### config.mk
export PLATFORM = sky130hd
export DESIGN_NAME = external_bus_select_align
export DESIGN_NICKNAME = d
export VERILOG_FILES = /design/src/common/ext_bus_pkg.sv /design/src/rtl/area_decode.sv /design/src/rtl/external_bus_select_align.sv
export VERILOG_INCLUDE_DIRS = /design/src /design/src/common
export SDC_FILE = /design/constraint.sdc
export NUM_CORES = 1
export LEC_CHECK = 0
export BUFFER_PORTS_ARGS = -buffer_cell sky130_fd_sc_hd__clkbuf_2
export CAP_MARGIN = 20
export CORE_MARGIN = 2
export CORE_UTILIZATION = 50
export CTS_CLUSTER_DIAMETER = 30
export DETAILED_ROUTE_END_ITERATION = 8
export PLACE_DENSITY = 0.77
export SETUP_SLACK_MARGIN = 0.4
export SLEW_MARGIN = 20
export SYNTH_ARGS = -nofsm -noshare
export SYNTH_HDL_FRONTEND = slang
export SYNTH_HIERARCHICAL = 1
export SYNTH_SLANG_ARGS = --single-unit
### constraint.sdc
create_clock -name clk_i -period 3.8 [get_ports clk_i]
set_input_delay 0.57 -clock clk_i [delete_from_list [all_inputs] [get_ports clk_i]]
set_output_delay 0.57 -clock clk_i [all_outputs]
set_load 0.01 [all_outputs]
### src/common/ext_bus_regs.svh
`ifndef EXT_BUS_REGS_SVH
`define EXT_BUS_REGS_SVH

// ----------------------------------------------------------------------------
// Register indexes (byte address is four times the index)
// ----------------------------------------------------------------------------
`define ADDRESS_UPDATE_CONTROL_IDX  24'hfee01e
`define SELECT_OUTPUT_CONTROL_IDX   24'hfee01f
`define SELECT_PORT_DIRECTION_IDX   24'hfee020
`define BUS_STATUS_IDX              24'hfee021

// ----------------------------------------------------------------------------
// Fields and reset values
// ----------------------------------------------------------------------------
`define ADDRESS_UPDATE_SELECT_BIT   0
`define ADDRESS_UPDATE_RESET        8'hff
`define ADDRESS_UPDATE_FIXED_ONES   7'h7f
`define SELECT_OUTPUT_RESET         4'h0
`define PORT_DIR_RESET_ROM_OFF      4'h1
`define PORT_DIR_RESET_ROM_ON       4'h0

// ----------------------------------------------------------------------------
// Address map constants
// ----------------------------------------------------------------------------
`define AREA2_START_16M             24'h400000
`define AREA2_START_1M              24'h040000
`define AREA_MSB_16M                23
`define AREA_MSB_1M                 19
`define BEAT_STEP_8BIT              24'h000001
`define BEAT_STEP_16BIT             24'h000002

`endif

### src/common/ext_bus_pkg.sv
package ext_bus_pkg;

    // Bus cycle sequencer states, one-hot
    typedef enum logic [3:0] {
        ST_IDLE = 4'h1,
        ST_T1   = 4'h2,
        ST_T2   = 4'h4,
        ST_T3   = 4'h8
    } bus_state_t;

    // Transfer size requested by an internal master
    typedef enum logic [1:0] {
        SIZE_BYTE = 2'h0,
        SIZE_WORD = 2'h1,
        SIZE_LONG = 2'h2
    } xfer_size_t;

endpackage

### src/rtl/area_decode.sv
`timescale 1ns/1ps
`default_nettype none
`include "ext_bus_regs.svh"

// Classifies a bus address into one of eight areas and flags on-chip space
module area_decode
    import ext_bus_pkg::*;
#(
    parameter logic [23:0] ROM_BYTES = 24'h020000,
    parameter logic [23:0] RAM_BYTES = 24'h004000,
    parameter logic [23:0] REG_BYTES = 24'h012000
)
(
    input  wire logic [23:0] addr_i,
    input  wire logic        mode_16m_i,
    input  wire logic        rom_enable_i,
    input  wire logic        ram_enable_i,
    output logic      [2:0]  area_o,
    output logic             internal_o
);

    logic [23:0] top_dist;

    // ------------------------------------------------------------------------
    // Area number from the top three address bits of the mode's space
    // ------------------------------------------------------------------------
    always_comb
    begin
        if (mode_16m_i)
        begin
            area_o   = addr_i[`AREA_MSB_16M -: 3];
            top_dist = ~addr_i;
        end
        else
        begin
            area_o   = addr_i[`AREA_MSB_1M -: 3];
            top_dist = {4'h0, ~addr_i[19:0]};
        end
    end

    // ------------------------------------------------------------------------
    // On-chip ROM sits at the bottom, registers and RAM at the top
    // ------------------------------------------------------------------------
    always_comb
    begin
        internal_o = 1'b0;
        if (rom_enable_i && (addr_i < ROM_BYTES))
        begin
            internal_o = 1'b1;
        end
        if (top_dist < REG_BYTES)
        begin
            internal_o = 1'b1;
        end
        if (ram_enable_i && (top_dist < (REG_BYTES + RAM_BYTES)))
        begin
            internal_o = 1'b1;
        end
    end

endmodule

`default_nettype wire

### src/rtl/external_bus_select_align.sv
`timescale 1ns/1ps
`default_nettype none
`include "ext_bus_regs.svh"

module external_bus_select_align
    import ext_bus_pkg::*;
#(
    parameter logic [23:0] ROM_BYTES = 24'h020000,
    parameter logic [23:0] RAM_BYTES = 24'h004000,
    parameter logic [23:0] REG_BYTES = 24'h012000
)
(
    input  wire logic        clk_i,
    input  wire logic        rst_i,
    // Mode straps
    input  wire logic        expanded_i,
    input  wire logic        mode_16m_i,
    input  wire logic        rom_enable_i,
    input  wire logic        ram_enable_i,
    input  wire logic [7:0]  area_width_config_i,
    // Wishbone slave
    input  wire logic [25:0] adr_i,
    input  wire logic [31:0] dat_i,
    input  wire logic [3:0]  sel_i,
    input  wire logic        we_i,
    input  wire logic        cyc_i,
    input  wire logic        stb_i,
    output logic      [31:0] dat_o,
    output logic             ack_o,
    // Internal master request
    input  wire logic        req_valid_i,
    input  wire logic [23:0] req_addr_i,
    input  wire logic        req_we_i,
    input  wire logic [1:0]  req_size_i,
    input  wire logic [31:0] req_wdata_i,
    output logic             req_ready_o,
    output logic             done_o,
    output logic      [31:0] rdata_o,
    // Refresh requests
    input  wire logic        refresh_i,
    input  wire logic        refresh_self_i,
    // External pins
    output logic      [23:0] addr_o,
    output logic      [7:0]  cs_n_o,
    output logic      [7:0]  cs_oe_n_o,
    output logic             rd_n_o,
    output logic             upper_write_strobe_n_o,
    output logic             lower_write_strobe_n_o,
    output logic      [7:0]  data_hi_o,
    output logic      [7:0]  data_lo_o,
    output logic             data_hi_oe_n_o,
    output logic             data_lo_oe_n_o,
    input  wire logic [7:0]  data_hi_i,
    input  wire logic [7:0]  data_lo_i
);

    // ------------------------------------------------------------------------
    // Elaboration checks
    // ------------------------------------------------------------------------
    if (ROM_BYTES == 24'h000000)
    begin : g_rom_check
        $error("ROM_BYTES must be nonzero");
    end
    if (REG_BYTES == 24'h000000)
    begin : g_reg_check
        $error("REG_BYTES must be nonzero");
    end

    // ------------------------------------------------------------------------
    // Declarations
    // ------------------------------------------------------------------------
    bus_state_t  state;
    logic        update_select;
    logic [3:0]  select_output_control;
    logic [3:0]  port_direction;
    logic        wb_hit;
    logic [23:0] wb_index;
    logic [2:0]  req_area;
    logic        req_internal;
    logic [23:0] cur_addr;
    logic [2:0]  cur_area;
    logic        cur_we;
    logic        cur_wide;
    xfer_size_t  cur_size;
    logic [2:0]  beats_left;
    logic [31:0] wshift;
    logic [31:0] rshift;
    logic        last_internal;
    logic        word_beat;
    logic        req_wide;
    logic [2:0]  next_beats;
    logic [31:0] next_wshift;
    logic [7:0]  select_enable;
    logic        wb_write;

    localparam logic [7:0] UPDATE_RESET = `ADDRESS_UPDATE_RESET;

    // ------------------------------------------------------------------------
    // Address decode
    // ------------------------------------------------------------------------
    area_decode #(
        .ROM_BYTES (ROM_BYTES),
        .RAM_BYTES (RAM_BYTES),
        .REG_BYTES (REG_BYTES)
    ) u_decode (
        .addr_i       (req_addr_i),
        .mode_16m_i   (mode_16m_i),
        .rom_enable_i (rom_enable_i),
        .ram_enable_i (ram_enable_i),
        .area_o       (req_area),
        .internal_o   (req_internal)
    );

    // ------------------------------------------------------------------------
    // Wishbone register port
    // ------------------------------------------------------------------------

    // Register hit, one access per request handshake
    assign wb_index = adr_i[25:2];
    assign wb_hit   = cyc_i && stb_i && !ack_o;

    // Writes land only at the edge where the master samples ack high
    assign wb_write = cyc_i && stb_i && ack_o && we_i && sel_i[0];

    // Acknowledge one cycle after the request, unmapped addresses included
    always_ff @(posedge clk_i)
    begin
        if (rst_i)
            ack_o <= 1'b0;
        else
            ack_o <= wb_hit;
    end

    // Address update mode bit; reset selects mode 1
    always_ff @(posedge clk_i)
    begin
        if (rst_i)
            update_select <= UPDATE_RESET[`ADDRESS_UPDATE_SELECT_BIT];
        else if (wb_write && (wb_index == `ADDRESS_UPDATE_CONTROL_IDX))
            update_select <= dat_i[`ADDRESS_UPDATE_SELECT_BIT];
    end

    // Pin enables for selects 4 to 7; inputs until software sets them
    always_ff @(posedge clk_i)
    begin
        if (rst_i)
            select_output_control <= `SELECT_OUTPUT_RESET;
        else if (wb_write && (wb_index == `SELECT_OUTPUT_CONTROL_IDX))
            select_output_control <= dat_i[3:0];
    end

    // Direction bits for selects 0 to 3; reset value follows the ROM strap
    always_ff @(posedge clk_i)
    begin
        if (rst_i)
            port_direction <= rom_enable_i ? `PORT_DIR_RESET_ROM_ON
                                           : `PORT_DIR_RESET_ROM_OFF;
        else if (wb_write && (wb_index == `SELECT_PORT_DIRECTION_IDX))
            port_direction <= dat_i[3:0];
    end

    // Read data; unmapped indexes return zero
    always_ff @(posedge clk_i)
    begin
        if (rst_i)
        begin
            dat_o <= 32'h00000000;
        end
        else if (wb_hit && !we_i)
        begin
            unique case (wb_index)
                `ADDRESS_UPDATE_CONTROL_IDX:
                    dat_o <= {24'h000000, `ADDRESS_UPDATE_FIXED_ONES, update_select};
                `SELECT_OUTPUT_CONTROL_IDX:
                    dat_o <= {28'h0000000, select_output_control};
                `SELECT_PORT_DIRECTION_IDX:
                    dat_o <= {28'h0000000, port_direction};
                `BUS_STATUS_IDX:
                    dat_o <= {24'h000000, cur_area, last_internal, state};
                default:
                    dat_o <= 32'h00000000;
            endcase
        end
    end

    // ------------------------------------------------------------------------
    // Transfer planning
    // ------------------------------------------------------------------------

    // Beat count and left-aligned write data for a new request
    always_comb
    begin
        req_wide    = !area_width_config_i[req_area];
        next_beats  = 3'h1;
        next_wshift = req_wdata_i;
        unique case (req_size_i)
            SIZE_WORD:
            begin
                next_beats  = req_wide ? 3'h1 : 3'h2;
                next_wshift = {req_wdata_i[15:0], 16'h0000};
            end
            SIZE_LONG:
            begin
                next_beats  = req_wide ? 3'h2 : 3'h4;
                next_wshift = req_wdata_i;
            end
            default:
            begin
                next_beats  = 3'h1;
                next_wshift = {req_wdata_i[7:0], 24'h000000};
            end
        endcase
    end

    // A wide beat moves a word unless it is a single byte
    assign word_beat = cur_wide && (cur_size != SIZE_BYTE);

    // Which area selects may reach their pins
    assign select_enable = {select_output_control, port_direction};

    // ------------------------------------------------------------------------
    // Bus cycle sequencer
    // ------------------------------------------------------------------------

    // State flow: each beat runs T1, T2, T3
    always_ff @(posedge clk_i)
    begin
        if (rst_i)
        begin
            state <= ST_IDLE;
        end
        else
        begin
            unique case (state)
                ST_IDLE:
                    if (req_valid_i && req_ready_o && !req_internal)
                        state <= ST_T1;
                ST_T1:
                    state <= ST_T2;
                ST_T2:
                    state <= ST_T3;
                ST_T3:
                    state <= (beats_left == 3'h1) ? ST_IDLE : ST_T1;
                default:
                    state <= ST_IDLE;
            endcase
        end
    end

    // Transfer context latched on acceptance, advanced after each beat
    always_ff @(posedge clk_i)
    begin
        if (rst_i)
        begin
            cur_addr      <= 24'h000000;
            cur_area      <= 3'h0;
            cur_we        <= 1'b0;
            cur_wide      <= 1'b0;
            cur_size      <= SIZE_BYTE;
            beats_left    <= 3'h0;
            wshift        <= 32'h00000000;
            last_internal <= 1'b0;
        end
        else if (state == ST_IDLE && req_valid_i && req_ready_o)
        begin
            cur_addr      <= req_addr_i;
            cur_area      <= req_area;
            cur_we        <= req_we_i;
            cur_wide      <= req_wide;
            cur_size      <= xfer_size_t'(req_size_i == 2'h3 ? 2'h0 : req_size_i);
            beats_left    <= next_beats;
            wshift        <= next_wshift;
            last_internal <= req_internal;
        end
        else if (state == ST_T3)
        begin
            // Longword on a wide area steps a word, narrow areas a byte
            cur_addr   <= cur_addr + (cur_wide ? `BEAT_STEP_16BIT : `BEAT_STEP_8BIT);
            beats_left <= beats_left - 3'h1;
            wshift     <= word_beat ? {wshift[15:0], 16'h0000} : {wshift[23:0], 8'h00};
        end
    end

    // Ready only while idle; a transfer holds off the next request
    always_ff @(posedge clk_i)
    begin
        if (rst_i)
            req_ready_o <= 1'b0;
        else if (state == ST_IDLE && req_valid_i && req_ready_o && !req_internal)
            req_ready_o <= 1'b0;
        else if (state == ST_T3 && beats_left == 3'h1)
            req_ready_o <= 1'b1;
        else if (state == ST_IDLE)
            req_ready_o <= 1'b1;
    end

    // ------------------------------------------------------------------------
    // Address pins
    // ------------------------------------------------------------------------

    // Mode 1 follows every cycle; mode 2 only external and self-refresh
    always_ff @(posedge clk_i)
    begin
        if (rst_i)
        begin
            addr_o <= 24'h000000;
        end
        else if (state == ST_IDLE && req_valid_i && req_ready_o)
        begin
            if (update_select || !req_internal)
                addr_o <= req_addr_i;
        end
        else if (state == ST_IDLE && refresh_i)
        begin
            // Mode 2 refresh holds the old address unless self-refresh
            if (update_select || refresh_self_i)
                addr_o <= mode_16m_i ? `AREA2_START_16M : `AREA2_START_1M;
        end
        else if (state == ST_T3 && beats_left != 3'h1)
        begin
            // Next beat of a split transfer; no hold across the split
            addr_o <= cur_addr + (cur_wide ? `BEAT_STEP_16BIT : `BEAT_STEP_8BIT);
        end
    end

    // ------------------------------------------------------------------------
    // Area select pins
    // ------------------------------------------------------------------------

    // In expanded mode, low for the addressed area through the whole external transfer
    always_ff @(posedge clk_i)
    begin
        if (rst_i)
        begin
            cs_n_o <= 8'hff;
        end
        else if (state == ST_IDLE && req_valid_i && req_ready_o && expanded_i && !req_internal)
        begin
            cs_n_o <= ~(8'h01 << req_area);
        end
        else if ((state == ST_IDLE) || (state == ST_T3 && beats_left == 3'h1))
        begin
            cs_n_o <= 8'hff;
        end
    end

    // Pin drive enables; never driven outside expanded mode
    always_ff @(posedge clk_i)
    begin
        if (rst_i)
            cs_oe_n_o <= 8'hff;
        else
            cs_oe_n_o <= ~(select_enable & {8{expanded_i}});
    end

    // ------------------------------------------------------------------------
    // Strobes
    // ------------------------------------------------------------------------

    // Read strobe covers both lanes; asserted in T2 and T3
    always_ff @(posedge clk_i)
    begin
        if (rst_i)
            rd_n_o <= 1'b1;
        else if (state == ST_T1)
            rd_n_o <= cur_we;
        else if (state == ST_T3 || state == ST_IDLE)
            rd_n_o <= 1'b1;
    end

    // Write strobes per lane: narrow upper only, wide byte by address parity
    always_ff @(posedge clk_i)
    begin
        if (rst_i)
        begin
            upper_write_strobe_n_o <= 1'b1;
            lower_write_strobe_n_o <= 1'b1;
        end
        else if (state == ST_T1 && cur_we)
        begin
            upper_write_strobe_n_o <= cur_wide && !word_beat && cur_addr[0];
            lower_write_strobe_n_o <= !(cur_wide && (word_beat || cur_addr[0]));
        end
        else if (state == ST_T3 || state == ST_IDLE)
        begin
            upper_write_strobe_n_o <= 1'b1;
            lower_write_strobe_n_o <= 1'b1;
        end
    end

    // ------------------------------------------------------------------------
    // Data lanes
    // ------------------------------------------------------------------------

    // Write data; a single byte is copied to the unused lane as filler
    always_ff @(posedge clk_i)
    begin
        if (rst_i)
        begin
            data_hi_o      <= 8'h00;
            data_lo_o      <= 8'h00;
            data_hi_oe_n_o <= 1'b1;
            data_lo_oe_n_o <= 1'b1;
        end
        else if (state == ST_T1 && cur_we)
        begin
            data_hi_o      <= wshift[31:24];
            data_lo_o      <= word_beat ? wshift[23:16] : wshift[31:24];
            data_hi_oe_n_o <= 1'b0;
            data_lo_oe_n_o <= !cur_wide;
        end
        else if (state == ST_T3 || state == ST_IDLE)
        begin
            // Reads never drive: invalid lanes stay inputs
            data_hi_oe_n_o <= 1'b1;
            data_lo_oe_n_o <= 1'b1;
        end
    end

    // Read data collected at the end of T3, lane picked per beat
    always_ff @(posedge clk_i)
    begin
        if (rst_i)
            rshift <= 32'h00000000;
        else if (state == ST_IDLE)
            rshift <= 32'h00000000;
        else if (state == ST_T3 && !cur_we)
        begin
            if (word_beat)
                rshift <= {rshift[15:0], data_hi_i, data_lo_i};
            else if (cur_wide && cur_addr[0])
                rshift <= {rshift[23:0], data_lo_i};
            else
                rshift <= {rshift[23:0], data_hi_i};
        end
    end

    // ------------------------------------------------------------------------
    // Completion to the internal master
    // ------------------------------------------------------------------------

    // One-cycle done; on-chip accesses finish at once with zero data
    always_ff @(posedge clk_i)
    begin
        if (rst_i)
        begin
            done_o  <= 1'b0;
            rdata_o <= 32'h00000000;
        end
        else if (state == ST_IDLE && req_valid_i && req_ready_o && req_internal)
        begin
            done_o  <= 1'b1;
            rdata_o <= 32'h00000000;
        end
        else if (state == ST_T3 && beats_left == 3'h1)
        begin
            done_o <= 1'b1;
            if (cur_we)
                rdata_o <= 32'h00000000;
            else if (word_beat)
                rdata_o <= {rshift[15:0], data_hi_i, data_lo_i};
            else if (cur_wide && cur_addr[0])
                rdata_o <= {rshift[23:0], data_lo_i};
            else
                rdata_o <= {rshift[23:0], data_hi_i};
        end
        else
        begin
            done_o <= 1'b0;
        end
    end

endmodule

`default_nettype wire

Word level (Yosys, flattened, before mapping)
Index checks and enable logic that the tools add are counted.
Cells by class
  add/sub/neg operators: 2
  magnitude comparators: 4
  eq/ne operators: 16
  shift-type cells: 1
  muxes and demuxes: 49
  bitwise logic cells: 5
  reduce and logical (&&, ||, !) cells: 54
Operators by type and width (number)
  two-way mux 24 bit: 8
  two-way mux 32 bit: 5
  equality test 24 bit, second input constant: 4
  one-hot mux 32 bit (2 select lines): 1
  less-than comparator 24 x 17 -> 1 bit, second input constant: 2
  two-way mux 8 bit: 4
  one-hot mux 8 bit (4 select lines): 1
  logical AND 1 bit: 29
  adder 24 x 2 -> 24 bit: 1
  less-than comparator 24 x 18 -> 1 bit, second input constant: 1
  NOT 24 bit: 1
  two-way mux 23 bit: 1
  NOT 20 bit: 1
  NOT 8 bit: 2
  one-hot mux 4 bit (4 select lines): 1
  two-way mux 1 bit: 15
  nonzero test 2 bit: 7
  two-way mux 3 bit: 4
  two-way mux 4 bit: 3
  bitwise AND 8 bit: 1
  logical NOT 1 bit: 8
  two-way mux 2 bit: 4
  left shift 1 x 3 -> 8 bit, first input constant: 1
  != test 3 x 1 -> 1 bit, second input constant: 2
  other kinds (16): 24
Word-level totals
  register bits: 232
  logic and storage cells: 159

Depth between registers and ports, before layout
Gate-level depths: netlist of the first run.
  depth in word-level cells: 9
  mapped depth: 10

Modules after synthesis
The synthesis of the first run kept the hierarchy.
Modules (own cells, without submodules)
  external_bus_select_align: times used 1, cells an instance 1217, area an instance 9918.3 um^2, seq. area each 4204.0 um^2
  area_decode: times used 1, cells an instance 12, area an instance 96.3 um^2, seq. area each 0.0 um^2

Worst setup path before layout of the first run
No wires, ideal clock.
  kind: register -> register
  start: register cur_wide
  end: register addr_o[16]
  arrival time: 2467 ps
  required time: 3668 ps
  setup slack: 1201 ps
  stages on the path, launching flop included: 11
  buffers on the path: 0
  clock period less this slack: 2599 ps
  path through: dfxtp_1 inv_1 ha_1 inv_1 fa_1 nand4b_1 nor4_1 nand2_1 xnor2_1 a221oi_1 nor3_1
On the way
  cells in the longest elaborated chain, start to end: 5
Ends and longest elaborated chain
  start, declared: line external_bus_select_align.sv:83  | logic cur_wide;
  start signal, assigned: line external_bus_select_align.sv:269  | cur_wide <= req_wide;
  two-way mux 2 bit (no line)
  adder 24 x 2 -> 24 bit: line external_bus_select_align.sv:322  | addr_o <= cur_addr + (cur_wide ? `BEAT_STEP_16BIT : `BEAT_STEP_8BIT);
  two-way mux 24 bit: line external_bus_select_align.sv:319  | else if (state == ST_T3 && beats_left != 3'h1)
  two-way mux 24 bit: line external_bus_select_align.sv:313  | else if (state == ST_IDLE && refresh_i)
  two-way mux 24 bit: line external_bus_select_align.sv:308  | else if (state == ST_IDLE && req_valid_i && req_ready_o)
  end signal, assigned: line external_bus_select_align.sv:311  | addr_o <= req_addr_i;
  end signal, assigned: line external_bus_select_align.sv:317  | addr_o <= mode_16m_i ? `AREA2_START_16M : `AREA2_START_1M;
  end signal, assigned: line external_bus_select_align.sv:322
  end, declared: line external_bus_select_align.sv:43  | output logic [23:0] addr_o,
No other way between the ends. The select of a mux whose other input is x is not followed.
A chain may end at the register's enable or synchronous reset.

Final worst setup path of the first run
  start: register cur_wide
  end: register addr_o[22]
Same word-level chain as after synthesis.

==> results.py, run 1 <==
metrics = {
    "clock_tree": {
        "cts_made_buffers": 45,
        "clock-sinks": 208,
        "path_clk_slew_ns": 0.05,
        "cts_max_level": 2,
        "cts_tree": "done",
        "hold_buffers": 0,
        "cts_root_buf": "clkbuf_16",
        "post_cts_resize_count": 0,
        "clkLatencyLatePin_ns": 0.53,
        "clockBufferDepth": 3,
        "post_cts_buffers": 0,
    },
    "global_routing": {
        "grt_start_max_net_pins": 72,
        "grt_pass1_wl_um": 45930,
        "antenna_found_initial": 0,
        "grt_overflow": 0,
        "grt_pass1_vias": 9077,
        "gr-usage-all-layers": 0.2594,
    },
    "cells_and_area": {
        "instances_no_fill": 1726,
        "area_delta_synth_final_pct": 27.91,
        "fin_nets": 1589,
        "fill_cells": 1708,
        "final-seq-area_um2": 4204,
        "multi_input_area_um2": 5274,
        "drive_above_1_share": 0.2471,
        "diodes": 0,
    },
    "pwr": {
        "ir_drop_mv": 0.3371,
        "p_leak_nw": 5.111,
        "p_per_area_nw_per_um2": 557.2,
    },
    "logic_synthesis": {
        "yosys_warnings": 6,
        "synthSimpleGateAreaFrac": 0.2299,
        "synthXorXnorAreaFrac": 0.03411,
        "syn_inst": 1229,
        "synth.distinct_cells": 70,
        "avgSynthCellArea_um2": 8.149,
        "synth_compound_area_frac": 0.1922,
        "synthAdderAreaFrac": 0.01187,
        "yosysSeqAreaShare": 0.4198,
        "netlist_area_um2": 10010,
        "synth_edf_count": 4,
        "synth_top_family_by_area": "simple AND/OR/NAND/NOR gates",
        "synthFlopType": "dfxtp_1",
        "async_reset_ff_frac": 0,
        "ys_ff_latch": 208,
        "synth_mux_area_frac": 0.04635,
    },
    "route": {
        "dr.pass1.iters": 5,
        "ant_nets": 0,
        "drtIter0Drc": 731,
        "vias": 9573,
        "via_per_inst": 5.546,
        "drt_wl_total_um": 28080,
        "wl_per_cell_um": 16.27,
        "drc": 0,
    },
    "worst_hold_path": {
        "hold_end": "cur_we",
        "hold_class": "primary input to register",
        "hp-start": "req_we_i",
        "whs_path_depth": 3,
    },
    "setup_path": {
        "rr_worst_depth": 10,
        "crit_path_max_fanout": 7,
        "endpoint_kind": "register",
        "crit_path_start_kind": "register",
        "slowest_stage": "nor3_2",
        "cp_cell_sequence": "inv_1 > ha_1 > inv_1 > fa_1 > nand4b_1 > nor3_2 > nand3_1 > xor2_1 > a21o_1 > a211oi_1",
        "crit_required_ns": 4.23,
        "path_common_cell": "inv_1",
        "path_class": "register to register",
        "slowest_delay_ns": 0.46,
        "worstPathArrival_ns": 3.31,
        "r2r_start": "cur_wide",
        "rr_endpoint": "addr_o[22]",
        "reg2reg_slack_ns": 0.92,
    },
    "place": {
        "port_buffers": 227,
        "placed_cells": 1642,
        "pre_cts_slack_ns": 0.9480,
        "place_hpwl_um": 18690,
        "gp_congestion": 0.8309,
    },
    "sta": {
        "slew_headroom": 0.3310,
        "fin_crit_sh": 0.7581,
        "fin_setup_tns_ns": 0,
        "hold_viol": 0,
        "fin_ws_ns": 0.9192,
        "worst_slew_pin_slew_ns": 1.004,
        "finalSetupViolCount": 0,
        "rsz0062_at_grt": "false",
        "period_needed_ns": 2.881,
        "maxSlewViolCount": 0,
        "fin_skew_ns": 0.02230,
        "fmax_ghz": 0.3471,
        "hold_ws_ns": 0.2907,
    },
    "floorplanning": {
        "ios": 285,
        "die_x_um": 145.5,
        "fp.dieH_um": 145.5,
        "start_util": 0.5112,
        "coreArea_um2": 19590,
        "design.die.area_um2": 21180,
        "rows": 51,
    },
    "outcome": {
        "outcome": "finished, final reports clean",
    },
    "run": {
        "drv_cap": 0,
    },
}
layout make-up:
class | instances | area share
Clock buffer | 54 | 0.09699
Clock inverter | 30 | 0.03282
Inverter | 11 | 0.003223
Multi-Input combinational cell | 910 | 0.4117
Sequential cell | 208 | 0.3282
Tap cell | 265 | 0.02588
Timing Repair Buffer | 248 | 0.1012
synthesized netlist by cell type (8+ instances only):
cell / number / area, um^2
a211oi_1: 45 / 337.8
a21oi_1: 91 / 455.4
a221oi_1: 24 / 210.2
a22oi_1: 30 / 225.2
a311oi_1: 18 / 157.7
a31oi_1: 11 / 68.82
buf_2: 20 / 100.1
buf_4: 26 / 195.2
clkbuf_1: 68 / 255.2
dfxtp_1: 204 / 4084
inv_1: 11 / 41.29
mux2i_1: 34 / 340.3
nand2_1: 150 / 563.0
nand2b_1: 15 / 93.84
nand3_1: 35 / 175.2
nand4_1: 8 / 50.05
nor2_1: 211 / 792.0
nor2b_1: 10 / 62.56
nor3_1: 36 / 180.2
o21ai_0: 25 / 125.1
o22ai_1: 8 / 50.05
xnor2_1: 26 / 227.7
xor2_1: 13 / 113.9
worst max-delay path: cells and delay by family (launching register included):
kind | cells | cell delay, ns
xor gates and xnor gates | 1 | 0.19
DFF | 1 | 0.38
AOI/OAI and AO/OA | 2 | 0.37
and+or+nand+nor | 3 | 0.96
buffers and inverters | 2 | 0.24
adders and majority gates | 2 | 0.64
power by group:
part           internal (mW)  switching, mW
clock network           2.95           1.27
registers               2.27         0.0731
logic                  0.225          0.345
worst max-delay path by stage:
stage | start | cells after the start | endpoint
6_report | cur_wide | 10 | addr_o[22]
5_1_grt | cur_wide | 10 | addr_o[22]
4_1_cts | cur_wide | 10 | addr_o[22]
3_5_place_dp | cur_wide | 10 | addr_o[22]
3_3_place_gp | cur_wide | 10 | addr_o[22]
2_1_floorplan | cur_wide | 10 | addr_o[16]
routing by layer:
| layer | GRT usage | vias up | share of wire |
|---|---|---|---|
| li1 | - | 4703 | - |
| met1 | 0.3365 | 4460 | 0.44 |
| met2 | 0.4251 | 349 | 0.47 |
| met3 | 0.06019 | 61 | 0.070 |
| met4 | 0.09167 | 0 | 0.024 |
| met5 | 0 | - | 0 |
metrics by stage:
stage	area, um^2	util	power (mW)
floorplan	10100	-	2.760
global placement	11140	0.5689	2.933
detailed placement	11140	0.5689	2.945
CTS	12810	0.6538	7.179
global route	12810	0.6539	7.378
finish	12810	0.6539	7.137
cell families (layout without fill, tap and decap cells):
group	after synthesis	after routing
AO/OA/AOI/OAI	287	287
flip-flops	208	208
buffers and inverters	134	343
other	1	24
AND/OR/NAND/NOR	508	508
adder cells (fa/ha/maj)	9	9
XOR/XNOR	39	39
multiplexers	43	43
flip-flops by register name (all words and copies together), names as in the netlist, 24 cells and up:
signal / flops
cur_addr: 24
addr_o: 24
rshift: 24
rdata_o: 32
wshift: 32
layout by cell type, fill, tap and decap left out, types with 6 or more instances in the layout:
cell type and count:
o32ai_1 6, inv_1 11, a221oi_1 24, a311oi_1 18, buf_4 22, a211oi_1 45, bufinv_16 9, mux2_2 7
clkbuf_2 226, ha_1 7, nand3_1 35, a31oi_1 11, nand2b_1 15, clkinv_2 6, o21ai_0 24, a21o_1 7
mux2i_1 34, a22oi_1 30, nor2b_1 10, xnor2_1 26, clkbuf_16 47, nor2_1 210, and3_1 6, xor2_1 13
dfxtp_1 204, a21oi_1 91, o22ai_1 8, clkinvlp_4 9, nor3_1 36, conb_1 24, nand2_1 148, nand4_1 8
No activity file was read; power rests on OpenSTA's default activity.
==> run 2, diff against run 1 <==
Settings changed: ABC_AREA from default to 1, CORE_UTILIZATION 50 to 48.
Clock period 3.8 ns to 2.4 ns, I/O delays scaled along.
==> results.py, run 2 <==
metrics = {
    "setup_path": {
        "worstPathArrival_ns": 2.46,
        "rr_worst_depth": 14,
        "crit_required_ns": 2.85,
        "crit_path_start_kind": "register",
        "crit_path_max_fanout": 4,
        "slowest_delay_ns": 0.32,
        "cp_cell_sequence": "inv_2 > ha_4 > inv_2 > fa_2 > inv_2 > nand2_4 > nor2_4 > nand2_2 > buf_6 > o21ai_4 > nand3_2 > o21ai_2 > nor2_1 > nor2_1",
        "rr_endpoint": "addr_o[8]",
        "endpoint_kind": "register",
        "slowest_stage": "dfxtp_2",
        "path_class": "register to register",
        "reg2reg_slack_ns": 0.38,
        "path_common_cell": "inv_2",
        "r2r_start": "cur_wide",
    },
    "floorplanning": {
        "design.die.area_um2": 23250,
        "ios": 285,
        "coreArea_um2": 21760,
        "fp.dieH_um": 152.5,
        "start_util": 0.4864,
        "die_x_um": 152.5,
        "rows": 54,
    },
    "worst_hold_path": {
        "hold_class": "primary input to register",
        "hp-start": "req_wdata_i[2]",
        "hold_end": "wshift[2]",
        "whs_path_depth": 3,
    },
    "cells_and_area": {
        "reg_top3": "rdata_o (32), wshift (32)",
        "area_delta_synth_final_pct": 27.29,
        "fill_cells": 1998,
        "final-seq-area_um2": 4207,
        "drive_above_1_share": 0.2194,
        "final_cell_mix": "nand2_1 (454), clkbuf_2 (227), dfxtp_1 (202)",
        "diodes": 0,
        "fin_nets": 1986,
        "final_design_area_no_fill_um2": 13470,
        "final_common_cell": "nand2_1",
        "multi_input_area_um2": 5384,
        "instances_no_fill": 2135,
    },
    "clock_tree": {
        "path_clk_slew_ns": 0.05,
        "cts_max_level": 2,
        "clock-sinks": 208,
        "clkLatencyLatePin_ns": 0.52,
        "clockBufferDepth": 3,
        "hold_buffers": 0,
        "cts_root_buf": "clkbuf_16",
        "cts_made_buffers": 44,
        "cts_tree": "done",
    },
    "logic_synthesis": {
        "synthFlopType": "dfxtp_1",
        "yosys-top-cells-area": "dfxtp_1 (39%), nand2_1 (16%), a21oi_1 (7.5%)",
        "yosys_warnings": 6,
        "yosys.area.top_type": "dfxtp_1",
        "yosysSeqAreaShare": 0.3973,
        "syn_inst": 1584,
        "synth_edf_count": 4,
        "synth.distinct_cells": 46,
        "netlist_area_um2": 10580,
        "avgSynthCellArea_um2": 6.681,
        "synth.top_cell.area_share": 0.3859,
        "yosys-top-cells-count": "nand2_1 (458), dfxtp_1 (204), nor2_1 (172), a21oi_1 (158), inv_1 (155)",
        "ys_ff_latch": 208,
        "async_reset_ff_frac": 0,
        "yosysMostFrequentCell": "nand2_1",
    },
    "route": {
        "vias": 11178,
        "drc": 0,
        "wl_per_cell_um": 14.98,
        "ant_nets": 0,
        "drtIter0Drc": 866,
        "drt_wl_total_um": 31970,
        "dr.pass1.iters": 5,
        "via_per_inst": 5.236,
    },
    "pwr": {
        "fin_total_pwr_mw": 12.62,
        "sequentialPowerShare": 0.326,
        "p_per_area_nw_per_um2": 936.7,
        "internal_power_mw": 8.573,
        "pwr-share-comb": 0.231,
        "clock_power_share": 0.443,
        "p_sw_frac": 0.3206,
        "p_leak_nw": 5.918,
        "switchingPower_mw": 4.046,
        "ir_drop_mv": 0.4832,
    },
    "place": {
        "place_hpwl_um": 22440,
        "placed_cells": 2049,
        "post_dp_cell_area_um2": 11890,
        "pre_cts_slack_ns": 0.1900,
        "port_buffers": 227,
        "gp_congestion": 0.9113,
    },
    "global_routing": {
        "grt_pass1_wl_um": 51980,
        "gr-usage-all-layers": 0.2675,
        "grt_pass1_vias": 10673,
        "grt_start_max_net_pins": 61,
        "grt_overflow": 0,
        "antenna_found_initial": 0,
    },
    "sta": {
        "fin_crit_sh": 0.8407,
        "fin_setup_tns_ns": 0,
        "fmax_ghz": 0.4956,
        "fin_ws_ns": 0.3823,
        "slew_headroom": 0.4819,
        "hold_viol": 0,
        "period_needed_ns": 2.018,
        "finalSetupViolCount": 0,
        "fin_skew_ns": 0.01624,
        "rsz0062_at_grt": "true",
        "maxSlewViolCount": 0,
        "worst_slew_pin_slew_ns": 0.7772,
    },
    "run": {
        "drv_cap": 0,
    },
    "outcome": {
        "outcome": "finished, final reports clean",
    },
}
run 2: changes by cell type in the layout (fill, tap and decap cells not counted), sizes merged, moves of 30 or more:
cell and change:
nand2 +312, inv +147, o21ai +85, a21oi +66, nand3 +47, a211oi -36
mux2i -33, nor2 -33, a22oi -30
run 2: kinds of logic after synthesis:
| family | synth area share |
|---|---|
| adders and majority gates | 0.01017 |
| AOI/OAI and AO/OA | 0.1719 |
| DFF | 0.3973 |
| other | 0.0003544 |
| muxes | 0.0009459 |
| buffers and inverters | 0.1133 |
| xor gates and xnor gates | 0.004967 |
| and+or+nand+nor | 0.3011 |
run 2: how the worst max path moves through the flow:
stage | slack, ns | depth (start not counted) | end | start
6_report | 0.38 | 14 | addr_o[8] | cur_wide
3_3_place_gp | 0.26 | 15 | addr_o[10] | cur_wide
2_1_floorplan | 0.43 | 12 | cur_addr[14] | cur_wide
5_1_grt | 0.29 | 14 | addr_o[8] | cur_wide
3_5_place_dp | 0.19 | 13 | cur_addr[14] | cur_wide
4_1_cts | 0.40 | 12 | cur_addr[12] | cur_wide
run 2: stage by stage:
step	utilization	hold slack (ns)
after floorplan	-	0.3663
after global placement	0.5464	0.3800
after detailed placement	0.5464	0.3797
after CTS	0.6138	0.1031
after global routing	0.6192	0.1238
final	0.6192	0.1108
run 2: routing by layer:
metal  global-route usage  wire [um]  share of wire
met1               0.3245      13070           0.41
met2               0.4571      15030           0.47
met3              0.06342       2770          0.087
met4               0.1107       1105          0.035
met5                    0          0              0
run 2: worst max-delay path, delay by kind of cell, from the launching register on:
kind            cells  cell delay, ns
fa+ha+maj           2            0.46
compound gates      2            0.25
simple gates        6            0.57
flops               1            0.32
buf+inv             4            0.34
run 2: cell type report:
class,instances,share of cell area
flip-flops and latches,208,0.3123
inverters,164,0.04672
repair buffers,269,0.1126
clock buffers,62,0.09047
clock inverters,18,0.01226
well taps,280,0.02601
multi-input cells,1134,0.3997
run 2: repair_timing:
item,4_1_cts,5_1_grt
pin swaps,6,15
endpoints found under the setup margin,48,74
setup buffers,5,1
gates resized for setup,17,32
run 2: power groups by stage:
stage | Clock [mW] | Sequential, mW | Combinational (mW)
final | 5.58 | 4.12 | 2.92
after global routing | 5.82 | 4.16 | 3.26
after CTS | 5.63 | 4.11 | 2.83
after detailed placement | 0 | 4.17 | 2.77
after global placement | 0 | 4.15 | 2.71
after floorplan | 0 | 4.19 | 1.94
